===== src/core/usbef_pkg.sv =====
`default_nettype none

package usbef_pkg;

  // ------------------------------------------------------------------
  // widths
  // ------------------------------------------------------------------
  localparam int unsigned DATA_W    = 32;
  localparam int unsigned ADDR_W    = 8;
  localparam int unsigned BE_W      = 4;
  localparam int unsigned EP_NUM    = 6;
  localparam int unsigned EPS_W     = 3;
  localparam int unsigned EPN_W     = 3;
  localparam int unsigned BUSKIND_W = 4;
  localparam int unsigned INT_SRC_W = 4;

  // ------------------------------------------------------------------
  // register byte offsets
  // ------------------------------------------------------------------
  localparam logic [ADDR_W-1:0] OFS_INT_ENABLE  = 8'h00;
  localparam logic [ADDR_W-1:0] OFS_EVENT_FLAGS = 8'h04;
  localparam logic [ADDR_W-1:0] OFS_EP_STATUS   = 8'h0C;
  localparam logic [ADDR_W-1:0] OFS_BUS_ATTR    = 8'h10;
  localparam logic [ADDR_W-1:0] OFS_FLOAT_DET   = 8'h14;

  // ------------------------------------------------------------------
  // field positions
  // ------------------------------------------------------------------
  localparam int unsigned BIT_BUS      = 0;
  localparam int unsigned BIT_TRANS    = 1;
  localparam int unsigned BIT_ATTACH   = 2;
  localparam int unsigned BIT_WAKEUP   = 3;
  localparam int unsigned BIT_EP0      = 16;
  localparam int unsigned BIT_SETUP    = 31;
  localparam int unsigned BIT_WAKE_FN  = 8;
  localparam int unsigned BIT_IN_NAK   = 15;
  localparam int unsigned EPS_BASE     = 8;

  // ------------------------------------------------------------------
  // masks and reset values
  // ------------------------------------------------------------------
  localparam logic [DATA_W-1:0] FLAGS_IMPL_MASK  = 32'h803F000F;
  localparam logic [DATA_W-1:0] EP_SETUP_MASK    = 32'h803F0000;
  localparam logic [DATA_W-1:0] ENABLE_IMPL_MASK = 32'h0000810F;
  localparam logic [DATA_W-1:0] FLAGS_RST        = 32'h00000000;
  localparam logic [DATA_W-1:0] ENABLE_RST       = 32'h00000000;
  localparam logic [DATA_W-1:0] UNMAPPED_DATA    = 32'h00000000;

  // ------------------------------------------------------------------
  // endpoint status codes
  // ------------------------------------------------------------------
  localparam logic [EPS_W-1:0] EPS_IN_ACK   = 3'h0;
  localparam logic [EPS_W-1:0] EPS_IN_NAK   = 3'h1;
  localparam logic [EPS_W-1:0] EPS_OUT0_ACK = 3'h2;
  localparam logic [EPS_W-1:0] EPS_SETUP    = 3'h3;
  localparam logic [EPS_W-1:0] EPS_OUT1_ACK = 3'h6;
  localparam logic [EPS_W-1:0] EPS_ISO_END  = 3'h7;

  typedef struct packed {
    logic             valid;
    logic [EPN_W-1:0] ep;
    logic [EPS_W-1:0] code;
  } usbef_ep_event_type;

endpackage

`default_nettype wire


===== src/core/usbef_top.sv =====
// Functional notes
// [RQ1] write one clears a flag; reading status, attribute or detect registers clears related flags
// [RQ2] setup flag bit 31 sets on setup, held until one written there
// [RQ3] bits 21:16 flag endpoint 0..5 events; cleared by one there or bit 1
// [RQ4] event kind readable in three-bit per-endpoint status field, ep0 at 10:8
// [RQ5] wakeup flag bit 3 latches, held until one written there
// [RQ6] attach or detach latches bit 2, cleared by writing one
// [RQ7] bit 1 sets on any transaction event, kind in endpoint fields
// [RQ8] bit 1 clears on one to bit 1, or clearing all endpoint and setup flags
// [RQ9] bit 0 sets on suspend or resume; kind in bus attribute low nibble
// [RQ10] bus, transaction, detect, wakeup interrupts gated by enable bits 0..3
// [RQ11] in-nak enable decides whether nak to IN token is reported
// [RQ12] reserved bits read zero and ignore writes
`default_nettype none

module usbef_top
  import usbef_pkg::*;
(
  input  wire logic                     CLK_SYS_IN,          // 125 MHz clock
  input  wire logic                     RST_N_IN,            // async reset, active low
  input  wire logic [ADDR_W-1:0]        AVS_ADDRESS_IN,      // byte address
  input  wire logic                     AVS_READ_IN,         // read request
  input  wire logic                     AVS_WRITE_IN,        // write request
  input  wire logic [DATA_W-1:0]        AVS_WRITEDATA_IN,    // write data
  input  wire logic [BE_W-1:0]          AVS_BYTEENABLE_IN,   // byte lanes
  output logic      [DATA_W-1:0]        AVS_READDATA_OUT,    // read data
  output logic                          AVS_WAITREQUEST_OUT, // stall, active high
  input  wire logic                     SETUP_EVT_IN,        // setup transaction pulse
  input  wire usbef_pkg::usbef_ep_event_type EP_EVT_IN,      // endpoint event
  input  wire logic                     WAKEUP_EVT_IN,       // wakeup pulse
  input  wire logic                     FLOAT_DET_IN,        // cable attached level
  input  wire logic                     BUS_EVT_IN,          // suspend/resume pulse
  input  wire logic [BUSKIND_W-1:0]     BUS_KIND_IN,         // bus event kind
  output logic                          IRQ_OUT              // interrupt level
);
  import usbef_pkg::*;

  // ------------------------------------------------------------------
  // reset release
  // ------------------------------------------------------------------
  logic rst_meta_q;
  logic rst_n;

  always_ff @(posedge CLK_SYS_IN or negedge RST_N_IN) begin
    if (!RST_N_IN) begin
      rst_meta_q <= 1'b0;
      rst_n      <= 1'b0;
    end else begin
      rst_meta_q <= 1'b1;
      rst_n      <= rst_meta_q;
    end
  end

  // ------------------------------------------------------------------
  // bus slave: one wait cycle, answer on the second edge
  // ------------------------------------------------------------------
  logic              wait_q;
  logic              wait_d;
  logic              req;
  logic              rd_acc;
  logic              wr_acc;
  logic [DATA_W-1:0] be_mask;
  logic [DATA_W-1:0] wdata;
  logic              hit_en;
  logic              hit_flags;
  logic              hit_eps;
  logic              hit_attr;
  logic              hit_fdet;
  logic [DATA_W-1:0] rd_mux;
  logic [DATA_W-1:0] rdata_q;

  assign req       = AVS_READ_IN | AVS_WRITE_IN;
  assign wait_d    = ~(req & wait_q);
  assign rd_acc    = AVS_READ_IN & ~wait_q;
  assign wr_acc    = AVS_WRITE_IN & ~wait_q;
  assign be_mask   = {{8{AVS_BYTEENABLE_IN[3]}}, {8{AVS_BYTEENABLE_IN[2]}},
                      {8{AVS_BYTEENABLE_IN[1]}}, {8{AVS_BYTEENABLE_IN[0]}}};
  assign wdata     = AVS_WRITEDATA_IN & be_mask;
  assign hit_en    = AVS_ADDRESS_IN == OFS_INT_ENABLE;
  assign hit_flags = AVS_ADDRESS_IN == OFS_EVENT_FLAGS;
  assign hit_eps   = AVS_ADDRESS_IN == OFS_EP_STATUS;
  assign hit_attr  = AVS_ADDRESS_IN == OFS_BUS_ATTR;
  assign hit_fdet  = AVS_ADDRESS_IN == OFS_FLOAT_DET;

  always_ff @(posedge CLK_SYS_IN or negedge rst_n) begin
    if (!rst_n) begin
      wait_q  <= 1'b1;
      rdata_q <= UNMAPPED_DATA;
    end else begin
      wait_q <= wait_d;
      if (AVS_READ_IN && wait_q) begin
        rdata_q <= rd_mux;
      end
    end
  end

  assign AVS_WAITREQUEST_OUT = wait_q;
  assign AVS_READDATA_OUT    = rdata_q;

  // ------------------------------------------------------------------
  // interrupt enable register
  // ------------------------------------------------------------------
  logic [DATA_W-1:0] en_q;
  logic [DATA_W-1:0] en_d;
  logic              wake_fn_en;
  logic              in_nak_en;

  // [RQ12] only implemented bits stored
  assign en_d = (wr_acc && hit_en) ?
                ((en_q & ~be_mask) | wdata) & ENABLE_IMPL_MASK : en_q;
  assign wake_fn_en = en_q[BIT_WAKE_FN];
  assign in_nak_en  = en_q[BIT_IN_NAK];

  always_ff @(posedge CLK_SYS_IN or negedge rst_n) begin
    if (!rst_n) begin
      en_q <= ENABLE_RST;
    end else begin
      en_q <= en_d;
    end
  end

  // ------------------------------------------------------------------
  // endpoint events and status fields
  // ------------------------------------------------------------------
  logic                 ep_ok;
  logic [EP_NUM-1:0]    ep_hit;
  logic [EPS_W-1:0]     eps_q [EP_NUM];
  logic [EP_NUM*EPS_W-1:0] eps_flat;

  // [RQ11] nak to IN reported only when enabled
  assign ep_ok = EP_EVT_IN.valid && (EP_EVT_IN.ep < EPN_W'(EP_NUM)) &&
                 ((EP_EVT_IN.code != EPS_IN_NAK) || in_nak_en);

  for (genvar e = 0; e < EP_NUM; e++) begin : g_ep
    assign ep_hit[e] = ep_ok && (EP_EVT_IN.ep == EPN_W'(e));
    assign eps_flat[e*EPS_W +: EPS_W] = eps_q[e];
    // [RQ4] record event kind
    always_ff @(posedge CLK_SYS_IN or negedge rst_n) begin
      if (!rst_n) begin
        eps_q[e] <= EPS_IN_ACK;
      end else if (ep_hit[e]) begin
        eps_q[e] <= EP_EVT_IN.code;
      end
    end
  end

  // ------------------------------------------------------------------
  // attach/detach edge and bus attribute
  // ------------------------------------------------------------------
  logic                 fdet_prev_q;
  logic                 fdet_seen_q;
  logic                 fdet_edge;
  logic [BUSKIND_W-1:0] bus_kind_q;

  // first sample after reset only arms the detector
  assign fdet_edge = fdet_seen_q && (FLOAT_DET_IN != fdet_prev_q);

  always_ff @(posedge CLK_SYS_IN or negedge rst_n) begin
    if (!rst_n) begin
      fdet_prev_q <= 1'b0;
      fdet_seen_q <= 1'b0;
      bus_kind_q  <= '0;
    end else begin
      fdet_prev_q <= FLOAT_DET_IN;
      fdet_seen_q <= 1'b1;
      // [RQ9] keep bus event kind
      if (BUS_EVT_IN) begin
        bus_kind_q <= BUS_KIND_IN;
      end
    end
  end

  // ------------------------------------------------------------------
  // event flags
  // ------------------------------------------------------------------
  logic [DATA_W-1:0] flags_q;
  logic [DATA_W-1:0] flags_d;
  logic [DATA_W-1:0] set_v;
  logic [DATA_W-1:0] clr_v;
  logic [DATA_W-1:0] w1c;
  logic              rd_clr_ep;
  logic              rd_clr_bus;
  logic              rd_clr_fdet;
  logic              grp_clear;

  assign w1c         = (wr_acc && hit_flags) ? wdata : '0;
  assign rd_clr_ep   = rd_acc && hit_eps;
  assign rd_clr_bus  = rd_acc && hit_attr;
  assign rd_clr_fdet = rd_acc && hit_fdet;
  // clearing the last endpoint/setup flag also retires bit 1
  assign grp_clear   = |(w1c & EP_SETUP_MASK) &&
                       ((flags_q & ~w1c & EP_SETUP_MASK) == '0);

  always_comb begin
    set_v = '0;
    // [RQ2] setup event
    set_v[BIT_SETUP] = SETUP_EVT_IN;
    // [RQ3] endpoint event
    set_v[BIT_EP0 +: EP_NUM] = ep_hit;
    // [RQ7] any transaction
    set_v[BIT_TRANS] = SETUP_EVT_IN | ep_ok;
    // [RQ6] attach or detach
    set_v[BIT_ATTACH] = fdet_edge;
    // [RQ5] wakeup only while wakeup enabled
    set_v[BIT_WAKEUP] = WAKEUP_EVT_IN & wake_fn_en;
    // [RQ9] suspend or resume
    set_v[BIT_BUS] = BUS_EVT_IN;
  end

  always_comb begin
    // [RQ1] write one clears
    clr_v = w1c;
    // [RQ3] bit 1 or status read clears endpoints
    clr_v[BIT_EP0 +: EP_NUM] = w1c[BIT_EP0 +: EP_NUM] |
                               {EP_NUM{w1c[BIT_TRANS] | rd_clr_ep}};
    // [RQ8] transaction flag clear paths
    clr_v[BIT_TRANS] = w1c[BIT_TRANS] | rd_clr_ep | grp_clear;
    // [RQ1] register reads clear related flags
    clr_v[BIT_BUS]    = w1c[BIT_BUS] | rd_clr_bus;
    clr_v[BIT_ATTACH] = w1c[BIT_ATTACH] | rd_clr_fdet;
  end

  usbef_flag_cell u_flags (
    .clk_in      (CLK_SYS_IN),
    .rst_n_in    (rst_n),
    .set_in      (set_v),
    .clr_in      (clr_v),
    .flags_d_out (flags_d),
    .flags_q_out (flags_q)
  );

  // ------------------------------------------------------------------
  // read mux
  // ------------------------------------------------------------------
  logic [DATA_W-1:0] eps_word;

  assign eps_word = {{(DATA_W-EPS_BASE-EP_NUM*EPS_W){1'b0}}, eps_flat,
                     {EPS_BASE{1'b0}}};
  assign rd_mux = hit_en    ? en_q :
                  hit_flags ? flags_q :
                  hit_eps   ? eps_word :
                  hit_attr  ? {{(DATA_W-BUSKIND_W){1'b0}}, bus_kind_q} :
                  hit_fdet  ? {{(DATA_W-1){1'b0}}, FLOAT_DET_IN} :
                  UNMAPPED_DATA;

  // ------------------------------------------------------------------
  // interrupt output
  // ------------------------------------------------------------------
  logic irq_q;

  always_ff @(posedge CLK_SYS_IN or negedge rst_n) begin
    if (!rst_n) begin
      irq_q <= 1'b0;
    end else begin
      // [RQ10] gated by enable bits
      irq_q <= |(flags_d[INT_SRC_W-1:0] & en_d[INT_SRC_W-1:0]);
    end
  end

  assign IRQ_OUT = irq_q;

  // ------------------------------------------------------------------
  // checks
  // ------------------------------------------------------------------
  property p_setup_held;
    @(posedge CLK_SYS_IN) disable iff (!rst_n)
    SETUP_EVT_IN ##1 !w1c[BIT_SETUP] [*2] |-> flags_q[BIT_SETUP];
  endproperty
  a_setup_held: assert property (p_setup_held) // [RQ2]
    else $error("setup flag lost without write one");

  property p_fdet_read_clears;
    @(posedge CLK_SYS_IN) disable iff (!rst_n)
    rd_clr_fdet && !fdet_edge |=> !flags_q[BIT_ATTACH];
  endproperty
  a_fdet_read_clears: assert property (p_fdet_read_clears) // [RQ1]
    else $error("detect read did not clear flag");

  property p_ep_sets;
    @(posedge CLK_SYS_IN) disable iff (!rst_n)
    ep_ok |=> flags_q[BIT_EP0 + $past(EP_EVT_IN.ep)];
  endproperty
  a_ep_sets: assert property (p_ep_sets) // [RQ3]
    else $error("endpoint flag not set");

  property p_ep_code;
    @(posedge CLK_SYS_IN) disable iff (!rst_n)
    ep_ok |=> eps_word[EPS_BASE + EPS_W*$past(EP_EVT_IN.ep) +: EPS_W]
              == $past(EP_EVT_IN.code);
  endproperty
  a_ep_code: assert property (p_ep_code) // [RQ4]
    else $error("endpoint status field wrong");

  property p_wake_held;
    @(posedge CLK_SYS_IN) disable iff (!rst_n)
    flags_q[BIT_WAKEUP] && !w1c[BIT_WAKEUP] |=> flags_q[BIT_WAKEUP];
  endproperty
  a_wake_held: assert property (p_wake_held) // [RQ5]
    else $error("wakeup flag dropped");

  property p_attach_sets;
    @(posedge CLK_SYS_IN) disable iff (!rst_n)
    $changed(FLOAT_DET_IN) && fdet_seen_q |=> flags_q[BIT_ATTACH];
  endproperty
  a_attach_sets: assert property (p_attach_sets) // [RQ6]
    else $error("attach flag not set");

  property p_trans_sets;
    @(posedge CLK_SYS_IN) disable iff (!rst_n)
    (ep_ok || SETUP_EVT_IN) |=> flags_q[BIT_TRANS];
  endproperty
  a_trans_sets: assert property (p_trans_sets) // [RQ7]
    else $error("transaction flag not set");

  property p_trans_clear;
    @(posedge CLK_SYS_IN) disable iff (!rst_n)
    w1c[BIT_TRANS] && !ep_ok && !SETUP_EVT_IN |=>
      !flags_q[BIT_TRANS] && (flags_q[BIT_EP0 +: EP_NUM] == '0);
  endproperty
  a_trans_clear: assert property (p_trans_clear) // [RQ8]
    else $error("bit 1 write did not clear");

  property p_bus_event;
    @(posedge CLK_SYS_IN) disable iff (!rst_n)
    BUS_EVT_IN |=> flags_q[BIT_BUS] && bus_kind_q == $past(BUS_KIND_IN);
  endproperty
  a_bus_event: assert property (p_bus_event) // [RQ9]
    else $error("bus event not recorded");

  property p_irq_gate;
    @(posedge CLK_SYS_IN) disable iff (!rst_n)
    IRQ_OUT == |(flags_q[INT_SRC_W-1:0] & en_q[INT_SRC_W-1:0]);
  endproperty
  a_irq_gate: assert property (p_irq_gate) // [RQ10]
    else $error("interrupt level mismatch");

  property p_nak_ignored;
    @(posedge CLK_SYS_IN) disable iff (!rst_n)
    EP_EVT_IN.valid && EP_EVT_IN.code == EPS_IN_NAK && !in_nak_en
      |=> $stable(eps_flat);
  endproperty
  a_nak_ignored: assert property (p_nak_ignored) // [RQ11]
    else $error("suppressed nak changed status");

  property p_rsvd_zero;
    @(posedge CLK_SYS_IN) disable iff (!rst_n)
    (flags_q & ~FLAGS_IMPL_MASK) == '0 && (en_q & ~ENABLE_IMPL_MASK) == '0;
  endproperty
  a_rsvd_zero: assert property (p_rsvd_zero) // [RQ12]
    else $error("reserved bit set");

endmodule

`default_nettype wire


===== src/core/usbef_flag_cell.sv =====
`default_nettype none

module usbef_flag_cell
  import usbef_pkg::*;
(
  input  wire logic              clk_in,      // system clock
  input  wire logic              rst_n_in,    // synchronised reset, active low
  input  wire logic [DATA_W-1:0] set_in,      // hardware set per bit
  input  wire logic [DATA_W-1:0] clr_in,      // software clear per bit
  output logic      [DATA_W-1:0] flags_d_out, // next flag value
  output logic      [DATA_W-1:0] flags_q_out  // current flag value
);

  // ------------------------------------------------------------------
  // sticky bits
  // ------------------------------------------------------------------
  for (genvar i = 0; i < DATA_W; i++) begin : g_bit
    if (FLAGS_IMPL_MASK[i]) begin : g_impl
      // set beats clear so no event is lost
      assign flags_d_out[i] = set_in[i] | (flags_q_out[i] & ~clr_in[i]);
    end else begin : g_rsvd
      // [RQ12] reserved reads zero
      assign flags_d_out[i] = 1'b0;
    end
  end

  always_ff @(posedge clk_in or negedge rst_n_in) begin
    if (!rst_n_in) begin
      flags_q_out <= FLAGS_RST;
    end else begin
      flags_q_out <= flags_d_out;
    end
  end

endmodule

`default_nettype wire


===== config.mk =====
export PLATFORM = sky130hd
export DESIGN_NAME = usbef_top
export DESIGN_NICKNAME = d
export VERILOG_FILES = /design/src/core/usbef_pkg.sv /design/src/core/usbef_top.sv /design/src/core/usbef_flag_cell.sv
export SDC_FILE = /design/constraint.sdc
export NUM_CORES = 1
export LEC_CHECK = 0
export ABC_AREA = 1
export BUFFER_PORTS_ARGS = -buffer_cell sky130_fd_sc_hd__buf_2
export CELL_PAD_IN_SITES_DETAIL_PLACEMENT = 0
export CELL_PAD_IN_SITES_GLOBAL_PLACEMENT = 1
export CORE_ASPECT_RATIO = 1.1
export CORE_UTILIZATION = 30
export DETAILED_ROUTE_END_ITERATION = 12
export PLACE_DENSITY = 0.71
export SLEW_MARGIN = 20
export SYNTH_ARGS = -nofsm -noshare
export SYNTH_HDL_FRONTEND = slang
export SYNTH_HIERARCHICAL = 1
export SYNTH_SLANG_ARGS = --single-unit

===== constraint.sdc =====
create_clock -name CLK_SYS_IN -period 3.3 [get_ports CLK_SYS_IN]
set_clock_uncertainty 0.2 [all_clocks]
set_input_delay 0.165 -clock CLK_SYS_IN [delete_from_list [all_inputs] [get_ports CLK_SYS_IN]]
set_output_delay 0.165 -clock CLK_SYS_IN [all_outputs]
set_load 0.1 [all_outputs]

==> results.txt, run 1 <==
- Result of the run: finished clean
* Clock tree from TritonCTS: yes
- In the synthesized netlist, the number of instances is 469.
- Once the clock tree was built, the setup fixing pass inserted 0 buffers.
- Once the floorplan was initialized, standard cells occupied a little under a third of the core.
* Arrival @ worst endpoint: about 2.1 ns
* Row Count: 43
* H-tree depth: 3
- Static Leakage: around 2.6 nW
- In this run the critical register-to-register path is captured at IRQ_OUT.
* Width of the chip: 110 µm
- Clock tree synthesis selected as its root buffer the cell clkbuf_16.
- For flop-to-flop paths, the worst setup slack is between 1 and 1.5 ns.
- Register-to-Register Path Depth: 14
- The mapped netlist covers a little under 4000 µm².
* Final core utilization: between 30 and 40%
- The startpoint identified for the worst register-to-register timing path is AVS_WAITREQUEST_OUT.
- Tcrit/Tclk final: between 60 and 70%
- Pre-CTS setup slack: between 1 and 1.5 ns
* Series of cell instances along the critical path: dlygate4sd3_1, buf_2, inv_1, nand3_1, o21ai_2, nor3_2, nand2_1, dlygate4sd3_1, o21ai_0
- Clock-pin slew reported for the worst setup and hold paths after clock tree synthesis: 0.06 ns
- Min Clock Period, post-route: 2.13 ns
* Layout cell share with drive strength beyond 1: 22.0%
* Number of global-route vias before repair: 3180
- Startpoint types: primary input
- Path class of the lowest-slack min-delay path: primary input to register
- GP Congestion: 0.794
- Unrepaired setup endpoints after global routing: no
* Max-Cap Viols: 0
- For this run, the number of Yosys warnings is 6.
* Latest clock arrival within the worst-skew pair: 0.34 ns
* Overall track demand over capacity in global routing: roughly 15%
* Max Slew Vio Count: 0
* Multi-input gate area: about 1500 µm²
* TritonCTS sink count: 77
* Master of the slowest instance on the critical path: dlygate4sd3_1
* Mean number of vias per cell: about 4.4
* Number of top-level pins: a little under 100
- Remaining number of nets flagged by the antenna check after routing: 0
- # fillers: about 1.4k
* Count of port buffers added during placement: 77
- In the routed design, unresolved DRC markers number 0.
- Number of antenna violations at the first check in global routing: 0
- The first global-routing pass estimated roughly 15 mm of wire.
- FMAX: 469 MHz
- The first TritonRoute pass finished after 4 iterations.
- CTS Buf Count: 9
* Most common cell type on the critical path: dlygate4sd3_1
* Mean Syn Cell Area: 8.22 µm²
* Vias after detailed routing: around 3.2k
- Register area: roughly 1900 µm²
- The worst setup path is captured at a register.
* Die extent in y: 121 µm
- Power Dens Cells: around 500 nW/µm²
- Max rail drop VDD: 203 µV
- In this run, the number of DRC markers left after iteration 0 of detailed routing was between 100 and 150.
- DRT Wirelength: between 9 and 10 mm
- The worst setup path is of the primary input to register kind.
* Power Total: ~2.4 mW
* Std-Cell Core Area: between 10000 and 15000 µm²
* Final Hold Fails: 0
- CTS max path bufs: 2
- For the final routed database, the setup TNS stands at 0 ns.
- At the worst endpoint, the required time is around 3.3 ns.
- Slew headroom: about a third
* Per-cell routed wire length: approximately 13 µm
- Global routing finished with a remaining overflow of 0.
- The worst hold path begins at AVS_BYTEENABLE_IN[1].
- Floorplan die area: between 10000 and 15000 µm²
- Detailed placement ended at an HPWL of approximately 6.8 mm.
- Minimum setup slack in the final design: 1.17 ns
* Worst Tran Pin Value: around 1 ns
* Delay of the slowest cell on the worst path: approximately 0.54 ns
- Syn-to-layout area delta: 25.7%
* Setup-violating endpoint count in the final report: 0
* Antenna cell count: 0
* Post-layout nets: ~630
* Largest fanout on the critical path: 7
- Hold path depth: 3
- Pin count of the biggest net entering global routing: 76
routing by layer:
| metal | share of wire [%] | vias up | GRT usage (%) |
|---|---|---|---|
| li1 | - | 1635 | - |
| met1 | 46 | 1501 | 18.9 |
| met2 | 48 | 69 | 25.5 |
| met3 | 4.2 | 13 | 2.52 |
| met4 | 2.0 | 0 | 7.15 |
| met5 | 0 | - | 0 |
metrics by stage:
| stage | instance area (µm²) | cells | hold slack (ns) |
|---|---|---|---|
| finish | 4850 | 731 | 0.0132 |
| global route | 4850 | 731 | 0.0510 |
| CTS | 4850 | 731 | 0.0108 |
| detailed placement | 4280 | 692 | -0.246 |
| global placement | 4280 | 692 | -0.246 |
| floorplan | 3940 | 490 | -0.331 |
how the worst max path moves through the flow:
| stage | from | end | cells after the start |
|---|---|---|---|
| floorplan | rst_n | AVS_READDATA_OUT[0] | 0 |
| global placement | AVS_ADDRESS_IN[7] | IRQ_OUT | 15 |
| detailed placement | AVS_ADDRESS_IN[7] | IRQ_OUT | 15 |
| CTS | EP_EVT_IN[1] | eps_flat[1] | 9 |
| global route | AVS_WRITE_IN | IRQ_OUT | 15 |
| finish | EP_EVT_IN[1] | eps_flat[1] | 9 |
layout by cell type (no fill, tap or decap), types with 2 or more instances in the layout:
master,count
nand2_1,147
buf_2,77
nor3_1,4
dfrtp_1,75
nor2_4,3
nand3_1,17
o211ai_1,2
nor2_2,4
bufinv_16,2
o21ai_1,4
clkbuf_16,9
inv_2,7
inv_6,2
dlygate4sd3_1,23
a22oi_1,13
conb_1,23
a21oi_1,6
o21ai_0,28
o31ai_1,2
nand2_2,3
inv_1,70
nand4_1,3
mux2_2,4
o21a_1,2
nor2_1,17
buf_4,2
a22o_1,9
sequential cells by signal, indices dropped and copies added, names as in the netlist, named ones only:
signal               count
fdet_seen_q              1
AVS_READDATA_OUT        32
IRQ_OUT                  1
bus_kind_q               4
en_q                     4
eps_flat                18
AVS_WAITREQUEST_OUT      1
fdet_prev_q              1
rst_meta_q               1
rst_n                    1
u_flags/flags_q_out     11
where the power goes:
group | internal, mW | switching (mW) | leakage, nW | total, mW
Clock | 0.689 | 0.403 | 0.160 | 1.09
Sequential | 1.02 | 0.0586 | 0.952 | 1.08
Combinational | 0.0966 | 0.178 | 1.51 | 0.275
Total | 1.81 | 0.640 | 2.62 | 2.45
critical path, delay by kind of cell:
family	cells	cell delay, ns
AOI/OAI and AO/OA	2	0.30
buffers and inverters	4	1.38
and+or+nand+nor	3	0.30
final cells by class:
class | instances | share of cell area (%)
sequential | 77 | 39.9
inverter | 77 | 5.96
clock inverter | 6 | 1.94
clock buffer | 10 | 4.93
timing repair buffer | 102 | 13.0
multi-input combinational | 302 | 30.2
tap | 157 | 4.05
what timing repair did:
| action | 4_1_cts | 5_1_grt |
|---|---|---|
| gates resized for setup | 0 | 0 |
| hold buffers | 23 | 0 |
| hold endpoints to repair | 20 | 0 |
Note: power is estimated with default switching activity, not from simulation.
==> run 2: changes to the inputs <==
ABC_AREA = 0   (was 1)
PLACE_DENSITY = 0.7   (was 0.71)
clock period = 1.95 ns   (was 3.3 ns; I/O delays follow)
==> results.txt, run 2 <==
- The flow ran to the end, but the final reports show violations.
* Failing checks: negative setup slack
* Post-layout nets: 536 (-15%)
- The total number of vias was 3019 (-6.2%).
* Proportion of total power due to net switching: 26.5% (+0.30 points)
- The final global-route overflow total was 0 (unchanged).
- STA classifies the critical path endpoint as a register.
- The count of filler cells inserted in the layout was 1119 (-18%).
* Pin count of the biggest net entering global routing: 76 (unchanged)
* Req. time, crit path: 1.98 ns (-1.33 ns)
- The number of DRC markers after the initial detailed-route iteration was 193 (+35%).
- Row Count: 41 (-4.7%)
- Path class of the lowest-slack min-delay path: primary input to register
- The detailed placer's ending HPWL is 6.95 mm (+2.8%).
- The number of clock sinks seen by CTS was 77 (unchanged).
- Dividing the final minimum period by the clock period gives 114%.
- Setup repair after global routing could not meet its margin everywhere.
- Number of antenna violations at the first check in global routing: 0 (unchanged)
* Clock tree from TritonCTS: yes
- Highest-count cells in the layout ignoring fill and taps: buf_2, dfrtp_1, buf_4, dlygate4sd3_1, inv_1
- The total I/O pin count came to 97 (unchanged).
- The number of buffers added by the clock tree synthesis step came to 9 (unchanged).
* Minimum setup slack in the final design: -0.271 ns (-1.44 ns)
- The total count of max-transition violations in the final report came to 0 (unchanged).
* Multi-input gate area: 1660 µm² (+13%)
* H-tree depth: 3 (unchanged)
- The root buffer cell chosen for the clock tree is clkbuf_16.
- The final-report hold violation count came to 0 (unchanged).
- Startpoint types: register
* Number of standard cells after synthesis: 318 (-32%)
* Setup-violating endpoint count in the final report: 7 (+7)
- The setup slack of the most critical reg-to-reg path came to -0.27 ns (-1.53 ns).
- The first-pass iteration count of the detailed router came to 7 (+3).
* Mean Syn Cell Area: 11.5 µm² (+39%)
- The routability-driven placement congestion ratio came to 0.831 (+4.8%).
* # placed instances: 576 (-17%)
* Cell area after layout: 5290 µm² (+9.2%)
- Latest clock arrival within the worst-skew pair: 0.34 ns (about the same)
* Mean number of vias per cell: 4.81 (+9.2%)
- Max reg flops: 32 (unchanged)
- Layout cell share with drive strength beyond 1: 43.1% (+21 points)
* Antenna cell count: 0 (unchanged)
- The global-route usage over all layers is 17.1% (+1.8 points).
- The startpoint identified for the worst register-to-register timing path is AVS_WAITREQUEST_OUT.
- Hold path startpoint: EP_EVT_IN[5]
- Register-to-Register Path Depth: 8 (-6)
- The biggest fanout along the worst timing path is 6 (-1).
- Post-synthesis cell area: 3640 µm² (-5.5%)
* Static Leakage: 2.66 nW (+1.4%)
- Per-cell routed wire length: 15.9 µm (+25%)
* Floorplan die area: 12600 µm² (-5.4%)
- The worst setup path is of the register to register kind.
- FMAX: approximately 450 MHz
* CTS max path bufs: 2 (unchanged)
- Max-Cap Viols: 0 (unchanged)
- The core region area came to 11600 µm² (-7.5%).
- Sequential Power Share: 44.1% (about the same)
- The total of warnings raised by yosys was 6 (unchanged).
* Placed Area: 4530 µm² (+5.8%)
- The power density over the cells came to 779 nW/µm² (+54%).
- Syn-to-layout area delta: 45.2%
- Width of the chip: 107 µm (-2.7%)
* Remaining number of nets flagged by the antenna check after routing: 0 (unchanged)
- Min Clock Period, post-route: roughly 2.2 ns
- # DRC: 0 (unchanged)
- Clock-pin slew reported for the worst setup and hold paths after clock tree synthesis: 0.06 ns (about the same)
- The number of standard cells in the layout, taps in and fillers out is 628 (-14%).
- Leaving out fill and tap cells, the most frequent cell in the layout is buf_2.
- Hold path depth: 3 (unchanged)
- Number of global-route vias before repair: 3139 (-1.3%)
- The total area of sequential cells was 1930 µm² (about the same).
- NetSw: 1.09 mW (+70%)
* Max rail drop VDD: 445 µV (+120%)
- The starting density of the core was 31.3% (+0.66 points).
- Hold Crit Endpoint: eps_flat[16]
- The most critical setup path has its startpoint at AVS_WAITREQUEST_OUT.
* Share of power burned in the clock network: 41.2% (-3.5 points)
- R2R Path End: IRQ_OUT
* Comb pwr share: 14.8% (+3.6 points)
- The overall routed net length is 10.0 mm (+7.7%).
* Fin Hold WS: 0.00321 ns (-0.00999 ns)
* Count of port buffers added during placement: 77 (unchanged)
- First-pass GRT wire length: 16.2 mm (+5.7%)
- The die span in y came to 118 µm (-2.7%).
- The internal power component came to 3.03 mW (+68%).
- Arrival @ worst endpoint: 2.25 ns (+0.11 ns)
==> run 2: worst max-delay path, cell delays in order, from the launching register on <==
cell,delay [ns]
dfstp_4,0.48
nand2b_4,0.19
buf_4,0.15
o41ai_2,0.20
nand2_1,0.10
o31ai_1,0.20
inv_1,0.06
a21o_1,0.17
a2111o_1,0.35
==> run 2: final cells by class <==
cell class                 instances  share of cell area (%)
inverter                          34                    2.41
clock inverter                     6                    1.16
sequential                        77                    36.5
clock buffer                      10                    4.52
timing repair buffer             154                    20.4
tap                              150                    3.55
multi-input combinational        197                    31.4
==> run 2: through the flow <==
| stage | util, % | worst slack [ns] | TNS, ns | power, mW |
|---|---|---|---|---|
| 6_report | 45.4 | -0.271 | -0.505 | 4.12 |
| 4_1_cts | 44.6 | -0.277 | -0.488 | 4.16 |
| 3_5_place_dp | 38.9 | -0.586 | -8.17 | 2.37 |
| 3_3_place_gp | 38.9 | -0.550 | -6.92 | 2.36 |
| 5_1_grt | 45.4 | -0.331 | -1.22 | 4.31 |
| 2_1_floorplan | - | -0.526 | -5.00 | 2.20 |
==> run 2: how the worst max path moves through the flow <==
stage / end / slack (ns) / depth (start not counted)
detailed placement: IRQ_OUT / -0.59 / 8
CTS: IRQ_OUT / -0.28 / 7
global route: IRQ_OUT / -0.33 / 8
global placement: IRQ_OUT / -0.55 / 8
finish: IRQ_OUT / -0.27 / 8
floorplan: IRQ_OUT / -0.53 / 9
==> run 2: power by group through the flow <==
stage / logic (mW) / registers (mW) / clock network, mW
3_3_place_gp: 0.520 / 1.83 / 0
5_1_grt: 0.656 / 1.83 / 1.82
3_5_place_dp: 0.531 / 1.84 / 0
2_1_floorplan: 0.256 / 1.94 / 0
6_report: 0.609 / 1.82 / 1.70
4_1_cts: 0.599 / 1.81 / 1.74
==> run 2: timing repair <==
action | in CTS | in global routing
setup buffers | 3 | 0
hold endpoints to repair | 34 | 2
gates cloned | 1 | 0
hold buffers | 31 | 1
pin swaps | 5 | 10
gates resized for setup | 5 | 22
endpoints found under the setup margin | 24 | 25
==> run 2: layer usage <==
layer / up-vias / wire length, µm / track usage, %
li1: 1435 / - / -
met3: 20 / 362 / 2.05
met2: 73 / 5070 / 28.7
met5: - / 0 / 0
met1: 1491 / 4280 / 21.1
met4: 0 / 284 / 9.25
